**src/logic/pofm_defines.svh**
```systemverilog
// Timing figures and derived cycle counts for the probe overload and fault monitor.
// Assumes core_clk runs at the period given by POFM_CLK_NS.
`ifndef POFM_DEFINES_SVH
`define POFM_DEFINES_SVH

// ----------------------------------------------------------------
// Clock
// ----------------------------------------------------------------
`define POFM_CLK_NS        10

// ----------------------------------------------------------------
// Minimum and limit times in ns
// ----------------------------------------------------------------
`define POFM_HALF_MIN_NS   280
`define POFM_PER_MIN_NS    275
`define POFM_LOW_MAX_NS    32000
`define POFM_WIRE_MIN_NS   100000

// ----------------------------------------------------------------
// Cycle counts: least times round up, longest times round down
// ----------------------------------------------------------------
`define POFM_HALF_MIN_CYC  ((`POFM_HALF_MIN_NS + `POFM_CLK_NS - 1) / `POFM_CLK_NS)
`define POFM_PER_MIN_CYC   ((`POFM_PER_MIN_NS + `POFM_CLK_NS - 1) / `POFM_CLK_NS)
`define POFM_LOW_MAX_CYC   (`POFM_LOW_MAX_NS / `POFM_CLK_NS)
`define POFM_WIRE_MIN_CYC  ((`POFM_WIRE_MIN_NS + `POFM_CLK_NS - 1) / `POFM_CLK_NS)

// Consecutive event count that trips latch or fault
`define POFM_REPEAT_CNT    3

`endif

```
**src/logic/pofm_pkg.sv**
```systemverilog
// Types shared by the probe overload and fault monitor.
// Counter widths are sized for the default timing at 100 MHz.
package pofm_pkg;

  // ----------------------------------------------------------------
  // Monitor state
  // ----------------------------------------------------------------
  typedef struct packed {
    logic        drive_pol;   // Probe excitation polarity
    logic [7:0]  hcnt;        // Cycles in current half-period
    logic        cur_short;   // Trip seen before minimum half
    logic        trip_d;      // Comparator delayed for edge
    logic [1:0]  short_cnt0;  // Consecutive short halves, pol 0
    logic [1:0]  short_cnt1;  // Consecutive short halves, pol 1
    logic [1:0]  long_seen;   // Long half seen per polarity
    logic        ovl;         // Overload latch
    logic        held_pol;    // Stored compensation polarity
    logic [11:0] low_cnt;     // Comparator low time
    logic [7:0]  pcnt;        // Comparator period
    logic [1:0]  fast_cnt;    // Consecutive fast periods
    logic [13:0] wire_cnt;    // Coil undercurrent time
    logic        pwm;
    logic        pwm_n;
    logic        comp_pol;
    logic        comp_en;
    logic        err_oe_n;
    logic        gain;
  } pofm_state_t;

endpackage : pofm_pkg

```
**src/logic/pofm_monitor.sv**
```systemverilog
// Probe oscillation supervisor: overload latch, probe and coil faults, PWM pair.
// Assumes comparator and control pins are asynchronous; comp_dir is on core_clk.
//
// Behaviour
// - Three consecutive same-polarity halves under 280 ns enter overload latch.
// - No probe half-period may end before 280 ns.
// - In overload latch, hold stored compensation polarity, keep producing PWM.
// - Leave overload latch once both half-periods exceed 280 ns again.
// - Comparator low over 32 us raises error and zeroes compensation command.
// - Comparator period under 275 ns three times running raises error.
// - Near-ground drive with low coil current for 100 us raises error.
// - Coil-check enable low disables the wire-break check.
// - Gain-select high reduces internal loop gain about 8 dB.
// - Probe state appears on a complementary PWM output pair.
// - Error releases by itself once the fault has gone.
`timescale 1ns/1ps
`include "pofm_defines.svh"

module pofm_monitor
  import pofm_pkg::*;
#(
  parameter int WIRE_MIN_CYC = `POFM_WIRE_MIN_CYC
) (
  input  wire logic core_clk,
  input  wire logic nrst,
  input  wire logic probe_comparator_out,
  input  wire logic comp_near_gnd_a,
  input  wire logic comp_near_gnd_b,
  input  wire logic coil_current_ok,
  input  wire logic coil_check_enable,
  input  wire logic gain_select,
  input  wire logic comp_dir,
  input  wire logic error_pin_i,
  output logic      probe_drive,
  output logic      pwm_out,
  output logic      pwm_out_n,
  output logic      overload_latch,
  output logic      comp_polarity,
  output logic      comp_enable,
  output logic      gain_reduce,
  output logic      error_pin_o,
  output logic      error_pin_oe_n
);

  // ----------------------------------------------------------------
  // Reset release and pin synchronisers
  // ----------------------------------------------------------------
  logic [1:0]  rst_sync_r;
  logic        rst_n;
  logic [4:0]  pins_s;
  logic        trip_s;
  logic        near_s;
  logic        cur_ok_s;
  logic        chk_s;
  logic        gain_s;
  pofm_state_t st_r;
  pofm_state_t st_nxt;

  // Assert at once, release after two edges
  always_ff @(posedge core_clk or negedge nrst) begin
    if (!nrst) begin
      rst_sync_r <= 2'h0;
    end else begin
      rst_sync_r <= {rst_sync_r[0], 1'b1};
    end
  end
  assign rst_n = rst_sync_r[1];

  pofm_sync #(.WIDTH(5)) u_sync (
    .core_clk (core_clk),
    .rst_n    (rst_n),
    .d        ({probe_comparator_out, comp_near_gnd_a | comp_near_gnd_b,
                coil_current_ok, coil_check_enable, gain_select}),
    .q        (pins_s)
  );
  assign {trip_s, near_s, cur_ok_s, chk_s, gain_s} = pins_s;

  // ----------------------------------------------------------------
  // Next-state logic
  // ----------------------------------------------------------------
  logic half_end;
  logic trip_rise;
  logic stuck;
  logic fast;
  logic wire_brk;

  always_comb begin
    st_nxt   = st_r;
    trip_rise = trip_s && !st_r.trip_d;
    stuck    = st_r.low_cnt > 12'(`POFM_LOW_MAX_CYC);
    fast     = st_r.fast_cnt == 2'(`POFM_REPEAT_CNT);
    wire_brk = st_r.wire_cnt == 14'(WIRE_MIN_CYC);
    // Half ends only after the minimum; an early trip is held pending
    half_end = (trip_rise || st_r.cur_short) &&
               (st_r.hcnt >= 8'(`POFM_HALF_MIN_CYC - 1));
    st_nxt.trip_d = trip_s;

    // Half-period timing and short-half bookkeeping
    if (half_end) begin
      st_nxt.drive_pol = !st_r.drive_pol;
      st_nxt.hcnt      = 8'h00;
      st_nxt.cur_short = 1'b0;
      if (st_r.drive_pol) begin
        st_nxt.short_cnt1   = st_r.cur_short ?
            st_r.short_cnt1 + (st_r.short_cnt1 != 2'h3 ? 2'h1 : 2'h0) : 2'h0;
        st_nxt.long_seen[1] = !st_r.cur_short;
      end else begin
        st_nxt.short_cnt0   = st_r.cur_short ?
            st_r.short_cnt0 + (st_r.short_cnt0 != 2'h3 ? 2'h1 : 2'h0) : 2'h0;
        st_nxt.long_seen[0] = !st_r.cur_short;
      end
    end else begin
      if (st_r.hcnt != 8'hFF) begin
        st_nxt.hcnt = st_r.hcnt + 8'h01;
      end
      if (trip_rise) begin
        st_nxt.cur_short = 1'b1;
      end
    end

    // Overload latch; entry captures polarity so it survives saturation
    if (!st_r.ovl) begin
      if (st_nxt.short_cnt0 == 2'(`POFM_REPEAT_CNT) ||
          st_nxt.short_cnt1 == 2'(`POFM_REPEAT_CNT)) begin
        st_nxt.ovl       = 1'b1;
        st_nxt.held_pol  = comp_dir;
        st_nxt.long_seen = 2'h0;
      end
    end else if (st_r.long_seen == 2'h3) begin
      st_nxt.ovl        = 1'b0;
      st_nxt.short_cnt0 = 2'h0;
      st_nxt.short_cnt1 = 2'h0;
    end

    // Comparator stuck low
    if (trip_s) begin
      st_nxt.low_cnt = 12'h000;
    end else if (!stuck) begin
      st_nxt.low_cnt = st_r.low_cnt + 12'h001;
    end

    // Comparator period, rising edge to rising edge
    if (trip_rise) begin
      st_nxt.pcnt = 8'h00;
      if (st_r.pcnt < 8'(`POFM_PER_MIN_CYC - 1)) begin
        st_nxt.fast_cnt = fast ? st_r.fast_cnt : st_r.fast_cnt + 2'h1;
      end else begin
        st_nxt.fast_cnt = 2'h0;
      end
    end else if (st_r.pcnt != 8'hFF) begin
      st_nxt.pcnt = st_r.pcnt + 8'h01;
    end

    // Coil wire-break check, only while enabled and a driver sits low
    if (!chk_s || !near_s || cur_ok_s) begin
      st_nxt.wire_cnt = 14'h0000;
    end else if (!wire_brk) begin
      st_nxt.wire_cnt = st_r.wire_cnt + 14'h0001;
    end

    // Registered outputs
    st_nxt.pwm      = st_nxt.drive_pol;
    st_nxt.pwm_n    = !st_nxt.drive_pol;
    st_nxt.comp_pol = st_nxt.ovl ? st_nxt.held_pol : comp_dir;
    st_nxt.comp_en  = !stuck;
    st_nxt.err_oe_n = !(stuck || fast || wire_brk);
    st_nxt.gain     = gain_s;
  end

  // ----------------------------------------------------------------
  // State register
  // ----------------------------------------------------------------
  always_ff @(posedge core_clk or negedge rst_n) begin
    if (!rst_n) begin
      st_r          <= '0;
      st_r.pwm_n    <= 1'b1;
      st_r.err_oe_n <= 1'b1;
    end else begin
      st_r <= st_nxt;
    end
  end

  // Pin only ever pulls low; high level comes from the board
  assign probe_drive    = st_r.drive_pol;
  assign pwm_out        = st_r.pwm;
  assign pwm_out_n      = st_r.pwm_n;
  assign overload_latch = st_r.ovl;
  assign comp_polarity  = st_r.comp_pol;
  assign comp_enable    = st_r.comp_en;
  assign gain_reduce    = st_r.gain;
  assign error_pin_o    = 1'b0;
  assign error_pin_oe_n = st_r.err_oe_n;
endmodule : pofm_monitor

```
**src/logic/pofm_sync.sv**
```systemverilog
// Three-stage input synchroniser with agreement filter.
// Assumes inputs are asynchronous to core_clk; reset is already synchronised.
`timescale 1ns/1ps

module pofm_sync #(
  parameter int WIDTH = 1
) (
  input  wire logic             core_clk,
  input  wire logic             rst_n,
  input  wire logic [WIDTH-1:0] d,
  output logic      [WIDTH-1:0] q
);

  typedef struct packed {
    logic [WIDTH-1:0] s1;
    logic [WIDTH-1:0] s2;
    logic [WIDTH-1:0] s3;
    logic [WIDTH-1:0] q;
  } pofm_sync_t;

  pofm_sync_t st_r;
  pofm_sync_t st_nxt;

  // First stage feeds only the second; change taken once 2 and 3 agree
  always_comb begin
    st_nxt    = st_r;
    st_nxt.s1 = d;
    st_nxt.s2 = st_r.s1;
    st_nxt.s3 = st_r.s2;
    for (int i = 0; i < WIDTH; i++) begin
      if (st_r.s2[i] == st_r.s3[i]) begin
        st_nxt.q[i] = st_r.s3[i];
      end
    end
  end

  always_ff @(posedge core_clk or negedge rst_n) begin
    if (!rst_n) begin
      st_r <= '0;
    end else begin
      st_r <= st_nxt;
    end
  end

  assign q = st_r.q;

endmodule : pofm_sync

```
**config.mk**
```make
export PLATFORM = sky130hd
export DESIGN_NAME = pofm_monitor
export DESIGN_NICKNAME = d
export VERILOG_FILES = /design/src/logic/pofm_pkg.sv /design/src/logic/pofm_monitor.sv /design/src/logic/pofm_sync.sv
export VERILOG_INCLUDE_DIRS = /design/src /design/src/logic
export SDC_FILE = /design/constraint.sdc
export NUM_CORES = 1
export LEC_CHECK = 0
export BUFFER_PORTS_ARGS = -buffer_cell sky130_fd_sc_hd__buf_2
export CORE_ASPECT_RATIO = 0.7
export CORE_MARGIN = 1
export CORE_UTILIZATION = 50
export CTS_BUF_LIST = sky130_fd_sc_hd__clkbuf_8
export DETAILED_ROUTE_END_ITERATION = 10
export MAX_ROUTING_LAYER = met4
export PLACE_DENSITY = 0.7
export SKIP_LAST_GASP = 1
export SYNTH_ARGS = -nofsm -noshare
export SYNTH_HDL_FRONTEND = slang
export SYNTH_SLANG_ARGS = --single-unit
```
**constraint.sdc**
```tcl
create_clock -name core_clk -period 3.57 [get_ports core_clk]
set_clock_uncertainty 0.2 [all_clocks]
set_input_delay 0.357 -clock core_clk [delete_from_list [all_inputs] [get_ports core_clk]]
set_output_delay 0.357 -clock core_clk [all_outputs]
set_load 0.01 [all_outputs]
```
==> results_dict.tcl <==
set metrics [dict create \
    nNetsFinal 376 \
    power_mw 2.269 \
    slew_viol_final 0 \
    dpl.hpwl_mm 3.878 \
    synthToLayoutAreaGrowth_pct 11.03 \
    p_leak_nw 1.727 \
    status "finished clean" \
    cts_tree "built" \
    cap_violations 0 \
    layout_setup_ws_ps 1463 \
    grt_antenna_before_repair 0 \
    die-area_sq_um 7541 \
    cts_made_buffers 9 \
    syn-num-nets 350 \
    hold_viol_final 0 \
    clkLatencyLatePin_ps 360 \
    postCtsSetupBuffers 0 \
    tightestPinTransition_ps 976.0 \
    num_rows 25 \
    grt_max_degree 81 \
    yosysSeqAreaShare_pct 57.13 \
    drtPass1Iterations 4 \
    min_path_cells 2 \
    hp-start "comp_dir" \
    synth_seq_cells 82 \
    drt-total-wl_mm 5.944 \
    synth_most_common_cell "dfrtp_1" \
    place_area_sq_um 3756 \
    synth_top_area_share_pct 55.67 \
    fmax_mhz 474.6 \
    post_drt_wl_per_cell_microns 12.98 \
    setup_violations 0 \
    async_reset_ff_share_pct 100.0 \
    clk_pin_slew_ps 80 \
    required_ps 3600 \
    drt-initial-drc-count 134 \
    yosys_warnings 0 \
    layout_min_cycle_time_ps 2107 \
    gp_congestion 0.8166 \
    r2r_cells 6 \
    drive_above_1_share_pct 13.46 \
    route.detailed.drc 0 \
    rsz0062_at_grt "false" \
    portBuffers 16 \
    cp-end-kind "register" \
    start_kind "register" \
    synth_edf_count 0 \
    fin_crit_sh_pct 59.02 \
    synth_cell_types 50 \
    dp.cells 435 \
    cts_htree_levels 3 \
    worstReg2RegEnd "st_r[42]" \
    synthCells 333 \
    use_met1_pct 27.13 \
    use_met3_pct 7.184 \
    max-slew-margin-rel_pct 34.93 \
    syn_avg_cell_area_sq_um 10.80 \
    synthFlopType "dfrtp_1" \
    hold_class "in -> reg" \
    post_drt_via_cell_ratio 5.260 \
    num_vias 2409 \
    p_per_area_nw_per_um2 568.3 \
    grt_pass1_vias 2308 \
    clock-sinks 82 \
    yosys-top-cells-count "dfrtp_1 (80), nor2_1 (42), nand2_1 (26)" \
    synth_top_area_cell "dfrtp_1" \
    start_util_pct 52.49 \
    grt_pass1_wl_mm 10.76 \
    core_sq_um 6850 \
    cts.path.max_buffers 2 \
    die_x_microns 103.4 \
    rrSetupSlack_ps 1460 \
    cp.arrival_ps 2140 \
    fin_area_sq_um 3993 \
    track_usage_pct 19.87 \
    min_to "st_r[42]" \
    io_pins 19 \
    syn_area_sq_um 3596 \
    postRouteAntennaNets 0 \
    root_buffer "clkbuf_8" \
    antenna_cells 0 \
    place_ws_ps 1443 \
    path_class "reg -> reg" \
    top_usage_layer "met1" \
    grt_use_met2_pct 26.93 \
    path_max_fanout 16 \
    fin_cells 458 \
    r2r-start "u_sync.q[4]" \
    peakVddDrop_uv 363.7 \
    netlist_top_cells_area "dfrtp_1 (56%), nor2_1 (4.4%), xor2_1 (4.1%)" \
    final.setup.tns_ps 0 \
    die_h_microns 72.96 \
    grt_overflow_total 0 \
]
routing by layer:
| metal | vias up | wire (microns) |
|---|---|---|
| li1 | 1197 | - |
| met1 | 1161 | 3163 |
| met2 | 41 | 2445 |
| met3 | 10 | 256 |
| met4 | 0 | 79 |
| met5 | - | 0 |
worst max-delay path, cell delays in order (launching register included):
cell	delay [ps]
dfrtp_1	660
nor2b_1	200
buf_4	190
o211ai_1	120
o2bb2ai_2	190
a21oi_2	100
mux2_1	330
metrics by stage:
| step | hold WS [ps] | util (%) |
|---|---|---|
| after floorplan | -138.6 | - |
| after global placement | -58.73 | 54.83 |
| after detailed placement | -56.12 | 54.83 |
| after CTS | 42.08 | 58.28 |
| after global routing | 47.98 | 58.28 |
| final | 58.14 | 58.28 |
sequential cells by signal (all words and copies together), names as in the netlist:
name	cells
comp_enable	1
pwm_out	1
error_pin_oe_n	1
rst_sync_r	2
gain_reduce	1
comp_polarity	1
st_r	53
pwm_out_n	1
u_sync.st_nxt	10
u_sync.st_r	5
overload_latch	1
u_sync.q	5
cell families (layout without fill, tap and decap cells):
group | after synthesis | in the layout | synth area share (%)
simple gates | 141 | 141 | 19.94
buf+inv | 22 | 53 | 2.783
mux | 7 | 7 | 2.053
flops | 82 | 82 | 57.13
other cells | 2 | 2 | 0.2088
fa+ha+maj | 12 | 12 | 3.827
xor+xnor | 26 | 26 | 6.333
compound gates | 41 | 41 | 7.724
report_power, final:
| part | internal (mW) | switching (mW) |
|---|---|---|
| Sequential | 1.08 | 0.165 |
| Combinational | 0.208 | 0.244 |
| Clock | 0.261 | 0.309 |
| Total | 1.55 | 0.717 |
area by class of cell:
class / instances / area, sq um
Fill cell: 589 / 2858
Clock inverter: 6 / 28.78
Timing Repair Buffer: 24 / 157.7
Sequential cell: 82 / 2058
Inverter: 13 / 51.30
Clock buffer: 10 / 137.6
Tap cell: 94 / 117.6
Multi-Input combinational cell: 229 / 1441
worst max-delay path by stage:
stage	start	to	depth (start not counted)
6_report	u_sync.q[4]	st_r[42]	6
5_1_grt	u_sync.q[4]	st_r[42]	6
4_1_cts	u_sync.q[4]	st_r[42]	6
3_5_place_dp	u_sync.q[4]	st_r[42]	6
3_3_place_gp	u_sync.q[4]	st_r[42]	6
2_1_floorplan	rst_sync_r[1]	comp_enable	0
placed cells by master, fill, tap and decap left out, types with 2 or more instances in the layout:
cell            n
a211oi_1        3
a21oi_1         8
a31oi_1         8
and2_1          3
and3_1         10
and4_1          2
buf_2          16
clkbuf_8       10
clkinv_2        2
conb_1          2
dfrtp_1        79
dfstp_2         2
dlygate4sd3_1   7
ha_1            7
inv_1          15
maj3_1          5
mux2_2          2
mux2i_1         4
nand2_1        26
nand2b_1        3
nand3_1        22
nand3b_1        2
nand4_1         6
nor2_1         42
nor3_1          9
nor3_2          4
o211ai_1        2
o21a_1          2
o21ai_0         7
o21ai_1         2
o22ai_1         4
or3_1           3
xnor2_1         9
xor2_1         17
timing repair:
| action | in CTS | in global routing |
|---|---|---|
| hold endpoints to repair | 7 | 0 |
| hold buffers | 7 | 0 |
| gates resized for setup | 0 | 0 |
No activity file was read; power rests on OpenSTA's default activity.
